File: config.mk
export PLATFORM = sky130hd
export DESIGN_NAME = tap_scan_sequence_port
export DESIGN_NICKNAME = d
export VERILOG_FILES = /design/src/logic/tap_pkg.sv /design/src/logic/tap_scan_sequence_port.sv
export SDC_FILE = /design/constraint.sdc
export NUM_CORES = 1
export LEC_CHECK = 0
export ABC_AREA = 0
export BUFFER_PORTS_ARGS = -buffer_cell sky130_fd_sc_hd__clkbuf_2
export CORE_MARGIN = 2
export CORE_UTILIZATION = 35
export CTS_BUF_LIST = sky130_fd_sc_hd__clkbuf_8
export CTS_CLUSTER_DIAMETER = 100
export DETAILED_ROUTE_END_ITERATION = 10
export GPL_ROUTABILITY_DRIVEN = 1
export PLACE_DENSITY = 0.62
export SYNTH_ARGS = -nofsm -noshare
export SYNTH_HDL_FRONTEND = slang
export SYNTH_SLANG_ARGS = --single-unit
File: constraint.sdc
create_clock -name sys_clk -period 2.15 [get_ports sys_clk]
set_input_delay 0.1075 -clock sys_clk [delete_from_list [all_inputs] [get_ports sys_clk]]
set_output_delay 0.1075 -clock sys_clk [all_outputs]
set_load 0.02 [all_outputs]
File: src/logic/tap_pkg.sv
package tap_pkg;
  localparam int IR_W = 8;
  localparam int DR_W = 8;
  localparam int FIFO_DEPTH = 16;
  localparam logic [7:0] IR_CAPTURE = 8'h81;
  localparam logic [7:0] IR_BYPASS = 8'hff;
  localparam logic [7:0] TDR_RESET = 8'h00;
  localparam logic BYP_CAPTURE = 1'h0;

  typedef enum logic [3:0] {
    TLR, RTI, SEL_DR, CAP_DR, SH_DR, EX1_DR, PAU_DR, EX2_DR, UPD_DR,
    SEL_IR, CAP_IR, SH_IR, EX1_IR, PAU_IR, EX2_IR, UPD_IR
  } tap_state_t;

  typedef struct packed {
    logic tck;
    logic tms;
    logic tdi;
  } tap_pins_t;
endpackage

File: src/logic/tap_scan_sequence_port.sv
`timescale 1ns/1ps

module scan_fifo #(
  parameter int W = 8,
  parameter int DEPTH = 16
) (
  input wire logic sys_clk,
  input wire logic reset,
  input wire logic in_valid,
  output logic in_ready,
  input wire logic [W-1:0] in_data,
  output logic out_valid,
  input wire logic out_ready,
  output logic [W-1:0] out_data
);
  localparam int AW = $clog2(DEPTH);
  logic [W-1:0] mem_r [DEPTH];
  logic [AW:0] wr_ptr_r;
  logic [AW:0] rd_ptr_r;
  logic full;
  logic empty;

  assign empty = wr_ptr_r == rd_ptr_r;
  assign full = (wr_ptr_r[AW] != rd_ptr_r[AW]) &&
                (wr_ptr_r[AW-1:0] == rd_ptr_r[AW-1:0]);
  assign in_ready = !full;
  assign out_valid = !empty;
  assign out_data = mem_r[rd_ptr_r[AW-1:0]];

  always_ff @(posedge sys_clk) begin
    if (in_valid && !full) begin
      mem_r[wr_ptr_r[AW-1:0]] <= in_data;
    end
  end

  always_ff @(posedge sys_clk or posedge reset) begin
    if (reset) begin
      wr_ptr_r <= '0;
    end else if (in_valid && !full) begin
      wr_ptr_r <= wr_ptr_r + 1'b1;
    end
  end

  always_ff @(posedge sys_clk or posedge reset) begin
    if (reset) begin
      rd_ptr_r <= '0;
    end else if (out_ready && !empty) begin
      rd_ptr_r <= rd_ptr_r + 1'b1;
    end
  end
endmodule

module tap_scan_sequence_port (
  input wire logic sys_clk,
  input wire logic reset,
  input tap_pkg::tap_pins_t pins,
  output logic tdo,
  output logic tdo_oe_n,
  output tap_pkg::tap_state_t tap_state,
  output logic [tap_pkg::IR_W-1:0] ir_out,
  output logic bypass_sel,
  output logic [tap_pkg::DR_W-1:0] dr_out,
  output logic dr_push_ready,
  output logic dr_word_valid,
  input wire logic dr_word_ready,
  output logic [tap_pkg::DR_W-1:0] dr_word
);
  tap_pkg::tap_pins_t sync1_r;
  tap_pkg::tap_pins_t sync2_r;
  logic tck_d_r;
  logic rise;
  logic fall;
  tap_pkg::tap_state_t state_r;
  tap_pkg::tap_state_t state_nxt;
  logic [tap_pkg::IR_W-1:0] ir_sh_r;
  logic [tap_pkg::IR_W-1:0] ir_r;
  logic byp_r;
  logic [tap_pkg::DR_W-1:0] tdr_sh_r;
  logic [tap_pkg::DR_W-1:0] tdr_r;
  logic tdo_r;
  logic oe_n_r;
  logic push;
  logic shifting;
  logic tms;
  localparam int ARM_W = 3;
  logic [ARM_W-1:0] arm_r;

  // TCK is just another async pin; edges are found after synchronising.
  // Edges are ignored until the detector holds the pin's real level, so
  // an idle-high TCK gives no false rise just after reset.
  always_ff @(posedge sys_clk or posedge reset) begin
    if (reset) begin
      sync1_r <= '0;
      sync2_r <= '0;
      tck_d_r <= 1'b0;
      arm_r <= '0;
    end else begin
      sync1_r <= pins;
      sync2_r <= sync1_r;
      tck_d_r <= sync2_r.tck;
      arm_r <= {arm_r[ARM_W-2:0], 1'b1};
    end
  end

  assign rise = arm_r[ARM_W-1] && sync2_r.tck && !tck_d_r;
  assign fall = arm_r[ARM_W-1] && !sync2_r.tck && tck_d_r;
  assign tms = sync2_r.tms;
  assign shifting = (state_r == tap_pkg::SH_IR) ||
                    (state_r == tap_pkg::SH_DR);

  always_comb begin
    state_nxt = tap_pkg::TLR;
    case (state_r)
      tap_pkg::TLR: state_nxt = tms ? tap_pkg::TLR : tap_pkg::RTI;
      tap_pkg::RTI: state_nxt = tms ? tap_pkg::SEL_DR : tap_pkg::RTI;
      tap_pkg::SEL_DR: state_nxt = tms ? tap_pkg::SEL_IR : tap_pkg::CAP_DR;
      tap_pkg::CAP_DR: state_nxt = tms ? tap_pkg::EX1_DR : tap_pkg::SH_DR;
      tap_pkg::SH_DR: state_nxt = tms ? tap_pkg::EX1_DR : tap_pkg::SH_DR;
      tap_pkg::EX1_DR: state_nxt = tms ? tap_pkg::UPD_DR : tap_pkg::PAU_DR;
      tap_pkg::PAU_DR: state_nxt = tms ? tap_pkg::EX2_DR : tap_pkg::PAU_DR;
      tap_pkg::EX2_DR: state_nxt = tms ? tap_pkg::UPD_DR : tap_pkg::SH_DR;
      tap_pkg::UPD_DR: state_nxt = tms ? tap_pkg::SEL_DR : tap_pkg::RTI;
      tap_pkg::SEL_IR: state_nxt = tms ? tap_pkg::TLR : tap_pkg::CAP_IR;
      tap_pkg::CAP_IR: state_nxt = tms ? tap_pkg::EX1_IR : tap_pkg::SH_IR;
      tap_pkg::SH_IR: state_nxt = tms ? tap_pkg::EX1_IR : tap_pkg::SH_IR;
      tap_pkg::EX1_IR: state_nxt = tms ? tap_pkg::UPD_IR : tap_pkg::PAU_IR;
      tap_pkg::PAU_IR: state_nxt = tms ? tap_pkg::EX2_IR : tap_pkg::PAU_IR;
      tap_pkg::EX2_IR: state_nxt = tms ? tap_pkg::UPD_IR : tap_pkg::SH_IR;
      tap_pkg::UPD_IR: state_nxt = tms ? tap_pkg::SEL_DR : tap_pkg::RTI;
      default: state_nxt = tap_pkg::TLR;
    endcase
  end

  always_ff @(posedge sys_clk or posedge reset) begin
    if (reset) begin
      state_r <= tap_pkg::TLR;
    end else if (rise) begin
      state_r <= state_nxt;
    end
  end

  always_ff @(posedge sys_clk or posedge reset) begin
    if (reset) begin
      ir_sh_r <= tap_pkg::IR_CAPTURE;
    end else if (rise && state_r == tap_pkg::CAP_IR) begin
      ir_sh_r <= tap_pkg::IR_CAPTURE;
    end else if (rise && state_r == tap_pkg::SH_IR) begin
      ir_sh_r <= {sync2_r.tdi, ir_sh_r[tap_pkg::IR_W-1:1]};
    end
  end

  // Reset state falls back to bypass so a stuck scan chain stays short
  always_ff @(posedge sys_clk or posedge reset) begin
    if (reset) begin
      ir_r <= tap_pkg::IR_BYPASS;
    end else if (state_r == tap_pkg::TLR) begin
      ir_r <= tap_pkg::IR_BYPASS;
    end else if (fall && state_r == tap_pkg::UPD_IR) begin
      ir_r <= ir_sh_r;
    end
  end

  assign bypass_sel = ir_r == tap_pkg::IR_BYPASS;

  always_ff @(posedge sys_clk or posedge reset) begin
    if (reset) begin
      byp_r <= tap_pkg::BYP_CAPTURE;
    end else if (rise && bypass_sel && state_r == tap_pkg::CAP_DR) begin
      byp_r <= tap_pkg::BYP_CAPTURE;
    end else if (rise && bypass_sel && state_r == tap_pkg::SH_DR) begin
      byp_r <= sync2_r.tdi;
    end
  end

  // Any non-bypass instruction selects the parallel test data register
  always_ff @(posedge sys_clk or posedge reset) begin
    if (reset) begin
      tdr_sh_r <= tap_pkg::TDR_RESET;
    end else if (rise && !bypass_sel && state_r == tap_pkg::CAP_DR) begin
      tdr_sh_r <= tdr_r;
    end else if (rise && !bypass_sel && state_r == tap_pkg::SH_DR) begin
      tdr_sh_r <= {sync2_r.tdi, tdr_sh_r[tap_pkg::DR_W-1:1]};
    end
  end

  assign push = fall && !bypass_sel && state_r == tap_pkg::UPD_DR;

  always_ff @(posedge sys_clk or posedge reset) begin
    if (reset) begin
      tdr_r <= tap_pkg::TDR_RESET;
    end else if (push) begin
      tdr_r <= tdr_sh_r;
    end
  end

  always_ff @(posedge sys_clk or posedge reset) begin
    if (reset) begin
      tdo_r <= 1'b0;
      oe_n_r <= 1'b1;
    end else if (fall) begin
      oe_n_r <= !shifting;
      if (state_r == tap_pkg::SH_IR) begin
        tdo_r <= ir_sh_r[0];
      end else if (state_r == tap_pkg::SH_DR) begin
        tdo_r <= bypass_sel ? byp_r : tdr_sh_r[0];
      end
    end
  end

  assign tdo = tdo_r;
  assign tdo_oe_n = oe_n_r;
  assign tap_state = state_r;
  assign ir_out = ir_r;
  assign dr_out = tdr_r;

  // TCK cannot be stalled; a full FIFO drops the update word
  scan_fifo #(.W(tap_pkg::DR_W), .DEPTH(tap_pkg::FIFO_DEPTH)) u_fifo (
    .sys_clk(sys_clk),
    .reset(reset),
    .in_valid(push),
    .in_ready(dr_push_ready),
    .in_data(tdr_sh_r),
    .out_valid(dr_word_valid),
    .out_ready(dr_word_ready),
    .out_data(dr_word)
  );
endmodule
==> flow_summary.yaml <==
run_status:
  status: "finished, violations left"
  violations: "negative setup slack"
die:
  die_h_um: 152
  start_util: 0.355
  rows: 54
  num_io_pins: 39
  dieArea_sq_mm: 0.0232
  core_area_sq_mm: 0.0217
  die_x_um: 152
synth:
  ys_seq_area_frac: 0.693
  synthArstFlopShare: 0.316
  yosysMostFrequentCell: "edfxtp_1"
  yosys.cell_types.count: 51
  netlist_area_sq_mm: 0.00770
  yosys_register_bits: 187
  synth_area_per_cell_sq_um: 16.1
  yosys_warnings: 0
  synth_top_area_frac: 0.499
  synth_nets: 490
  syn_inst: 479
  synth-edff-count: 128
  synth_ff_type: "edfxtp_1"
  synth.cells.most_frequent: "128 x edfxtp_1, 48 x dfrtp_1, 38 x nand2_1"
  synth_top_area_cell: "edfxtp_1"
  yosys-top-cells-area: "edfxtp_1 50%, dfrtp_1 16%, mux4_2 9.4%"
setup_path:
  path_cells: "buf_6 > buf_12 > mux4_2 > a22oi_2 > nand2_1 > buf_6"
  path_class: "reg -> out"
  cp_slowest_stage_delay_ns: 0.51
  end_kind: "output port"
  start_kind: "flip-flop"
  critPathArrivalTime_ns: 2.19
  required_ns: 2.04
  cp_max_fo: 5
  crit_slowest_cell: "mux4_2"
  path_common_cell: "buf_6"
routing:
  vias_per_cell: 5.25
  drt_iter0_markers: 390
  wl_mm: 17.1
  dr_total_vias: 4499
  drc: 0
  first_pass_iters: 5
  drtAntennaViolNets: 0
  wl_per_cell_um: 20.0
placed_design:
  place_area_sq_mm: 0.00844
  place.gp.congestion: 0.805
  hpwl_mm: 10.7
  dp_cells: 806
  place.port_buffers: 38
global_route:
  overflow: 0
  grt_max_degree: 34
  antenna_found_initial: 0
  grt_pass1_vias: 4677
  grt_pass1_wl_mm: 26.8
  grtUsageTotal: 0.151
power_and_ir_drop:
  power-per-cell-area_mw_per_mm2: 939
  comb_power_share: 0.291
  switchingPower_mw: 2.82
  power.share.switching: 0.321
  pwr-share-clk: 0.247
  power_frac_seq: 0.462
  total_leakage_power_nw: 3.70
  p_int_mw: 5.98
  ir_drop_uv: 468
  power.total_mw: 8.81
timing:
  hold_violations: 0
  setup_violations: 61
  fin_worst_skew_ns: 0.0236
  tns_ns: -1.34
  maxSlewHeadroom: 0.460
  holdWs_ns: 0.0460
  drv_slew: 0
  min_period_over_period: 1.07
  grt_setup_unrepaired: "yes"
  layout_setup_ws_ns: -0.145
  tightest_slew_ns: 0.810
  fmax_ghz: 0.436
  final.min_clock_period_ns: 2.30
cells_and_area:
  register_area_sq_mm: 0.00534
  fillers: 1908
  drive_above_1_share: 0.380
  final_nets: 575
  fin_area_sq_mm: 0.00938
  area_delta_synth_final_pct: 21.8
  final_cells: 857
  multi_input_area_sq_mm: 0.00238
  diodes: 0
clocking:
  cts_buffers: 17
  clock_latency_ns: 0.47
  root_buffer: "clkbuf_8"
  path_clk_slew_ns: 0.09
  cts_tree: "yes"
  cts_sinks: 187
  ctsHtreeMaxLevel: 4
  clockBufferDepth: 2
flow_run:
  max-cap-violations: 0
worst_hold_path:
  worst_hold_path_type: "in -> reg"
==> layout by cell type (no fill, tap or decap), types with 4 or more instances in the layout <==
cell type	Yosys	routed
a211oi_1	5	5
a21oi_1	7	7
a22oi_2	0	16
and3_1	15	4
and3_4	0	11
buf_16	0	5
buf_4	0	29
buf_6	1	16
buf_8	0	4
clkbuf_2	0	28
clkbuf_8	0	22
dfrtp_1	48	45
dfstp_2	11	11
dlygate4sd3_1	0	4
edfxtp_1	128	128
ha_1	5	5
inv_1	9	8
mux2_2	9	9
mux2i_1	10	10
mux4_2	32	32
nand2_1	38	36
nand3_1	7	7
nor2_1	8	6
nor2b_1	8	7
o21ai_0	26	26
o22ai_1	8	8
xor2_1	12	11
==> registers in the layout, indices dropped and copies added, names as in the netlist, 2 cells and up <==
| name | flops |
|---|---|
| u_fifo.rd_ptr_r | 5 |
| tap_state | 4 |
| ir_sh_r | 8 |
| ir_out | 8 |
| u_fifo.wr_ptr_r | 5 |
| tdr_sh_r | 8 |
| sync2_r | 2 |
| dr_out | 8 |
| sync1_r | 3 |
| arm_r | 3 |
| u_fifo.mem_r | 128 |
==> worst max-delay path: cells and delay by family, from the launching register on <==
| family | cells | cell delay [ns] |
|---|---|---|
| simple gates | 1 | 0.12 |
| flops | 1 | 0.42 |
| buf+inv | 3 | 0.42 |
| mux | 1 | 0.51 |
| compound gates | 1 | 0.26 |
==> final cells by class <==
cell class,instances,share of cell area
tap,280,0.0374
clock buffer,17,0.0249
timing repair buffer,95,0.0970
sequential,187,0.569
clock inverter,15,0.0144
multi-input combinational,254,0.254
inverter,9,0.00360
==> power by group through the flow <==
stage,sequential [mW],combinational (mW),clock [mW]
2_1_floorplan,4.17,1.33,0
3_3_place_gp,4.14,1.85,0
3_5_place_dp,4.14,1.88,0
4_1_cts,4.07,2.49,2.23
5_1_grt,4.09,2.75,2.37
6_report,4.07,2.56,2.17
==> worst paths after layout <==
kind	from	slack [ns]	to	cells past startpoint
worst max-delay path	u_fifo.rd_ptr_r[0]$_DFFE_PP0P_	-0.15	dr_word[5]	6
worst min-delay path	dr_word_ready	0.05	u_fifo.rd_ptr_r[0]$_DFFE_PP0P_	4
worst max register to register	u_fifo.rd_ptr_r[0]$_DFFE_PP0P_	-0.02	u_fifo.mem_r[4][3]$_DFFE_PP_	9
worst min register to register	sync1_r[2]$_DFF_PP0_	0.35	sync2_r[2]$_DFF_PP0_	0
max in group asynchronous	reset	1.26	tdo_oe_n$_DFFE_PP1N_	4
min in group asynchronous	reset	0.24	ir_sh_r[1]$_DFFE_PP0P_	3
==> repair_timing <==
action,in CTS,in global routing
hold endpoints to repair,19,0
hold buffers,4,0
setup endpoints to repair,13,35
pin swaps,16,6
gates resized for setup,37,55
setup buffers,8,3
cloned,5,0
==> layer usage <==
metal | GRT usage | part of all wire | vias up
met5 | 0 | 0 | -
li1 | - | - | 2030
met3 | 0.0370 | 0.049 | 11
met2 | 0.256 | 0.51 | 118
met1 | 0.194 | 0.43 | 2340
met4 | 0.0401 | 0.0089 | 0
==> cell families (layout without fill, tap and decap cells) <==
family | after synthesis | after routing | synth area share
multiplexers | 53 | 53 | 0.123
XOR/XNOR | 14 | 14 | 0.0159
AND/OR/NAND/NOR | 100 | 100 | 0.0701
AO/OA/AOI/OAI | 81 | 81 | 0.0692
flip-flops | 187 | 187 | 0.693
adder cells (fa/ha/maj) | 5 | 5 | 0.00813
buffers and inverters | 38 | 136 | 0.0206
other | 1 | 1 | 0.000487
==> metrics by stage <==
step	util	setup WS, ns
4_1_cts	0.423	-0.164
3_3_place_gp	0.389	0.0751
5_1_grt	0.432	-0.220
3_5_place_dp	0.389	0.0229
2_1_floorplan	-	0.0944
6_report	0.432	-0.145
No activity file was read; power rests on OpenSTA's default activity.
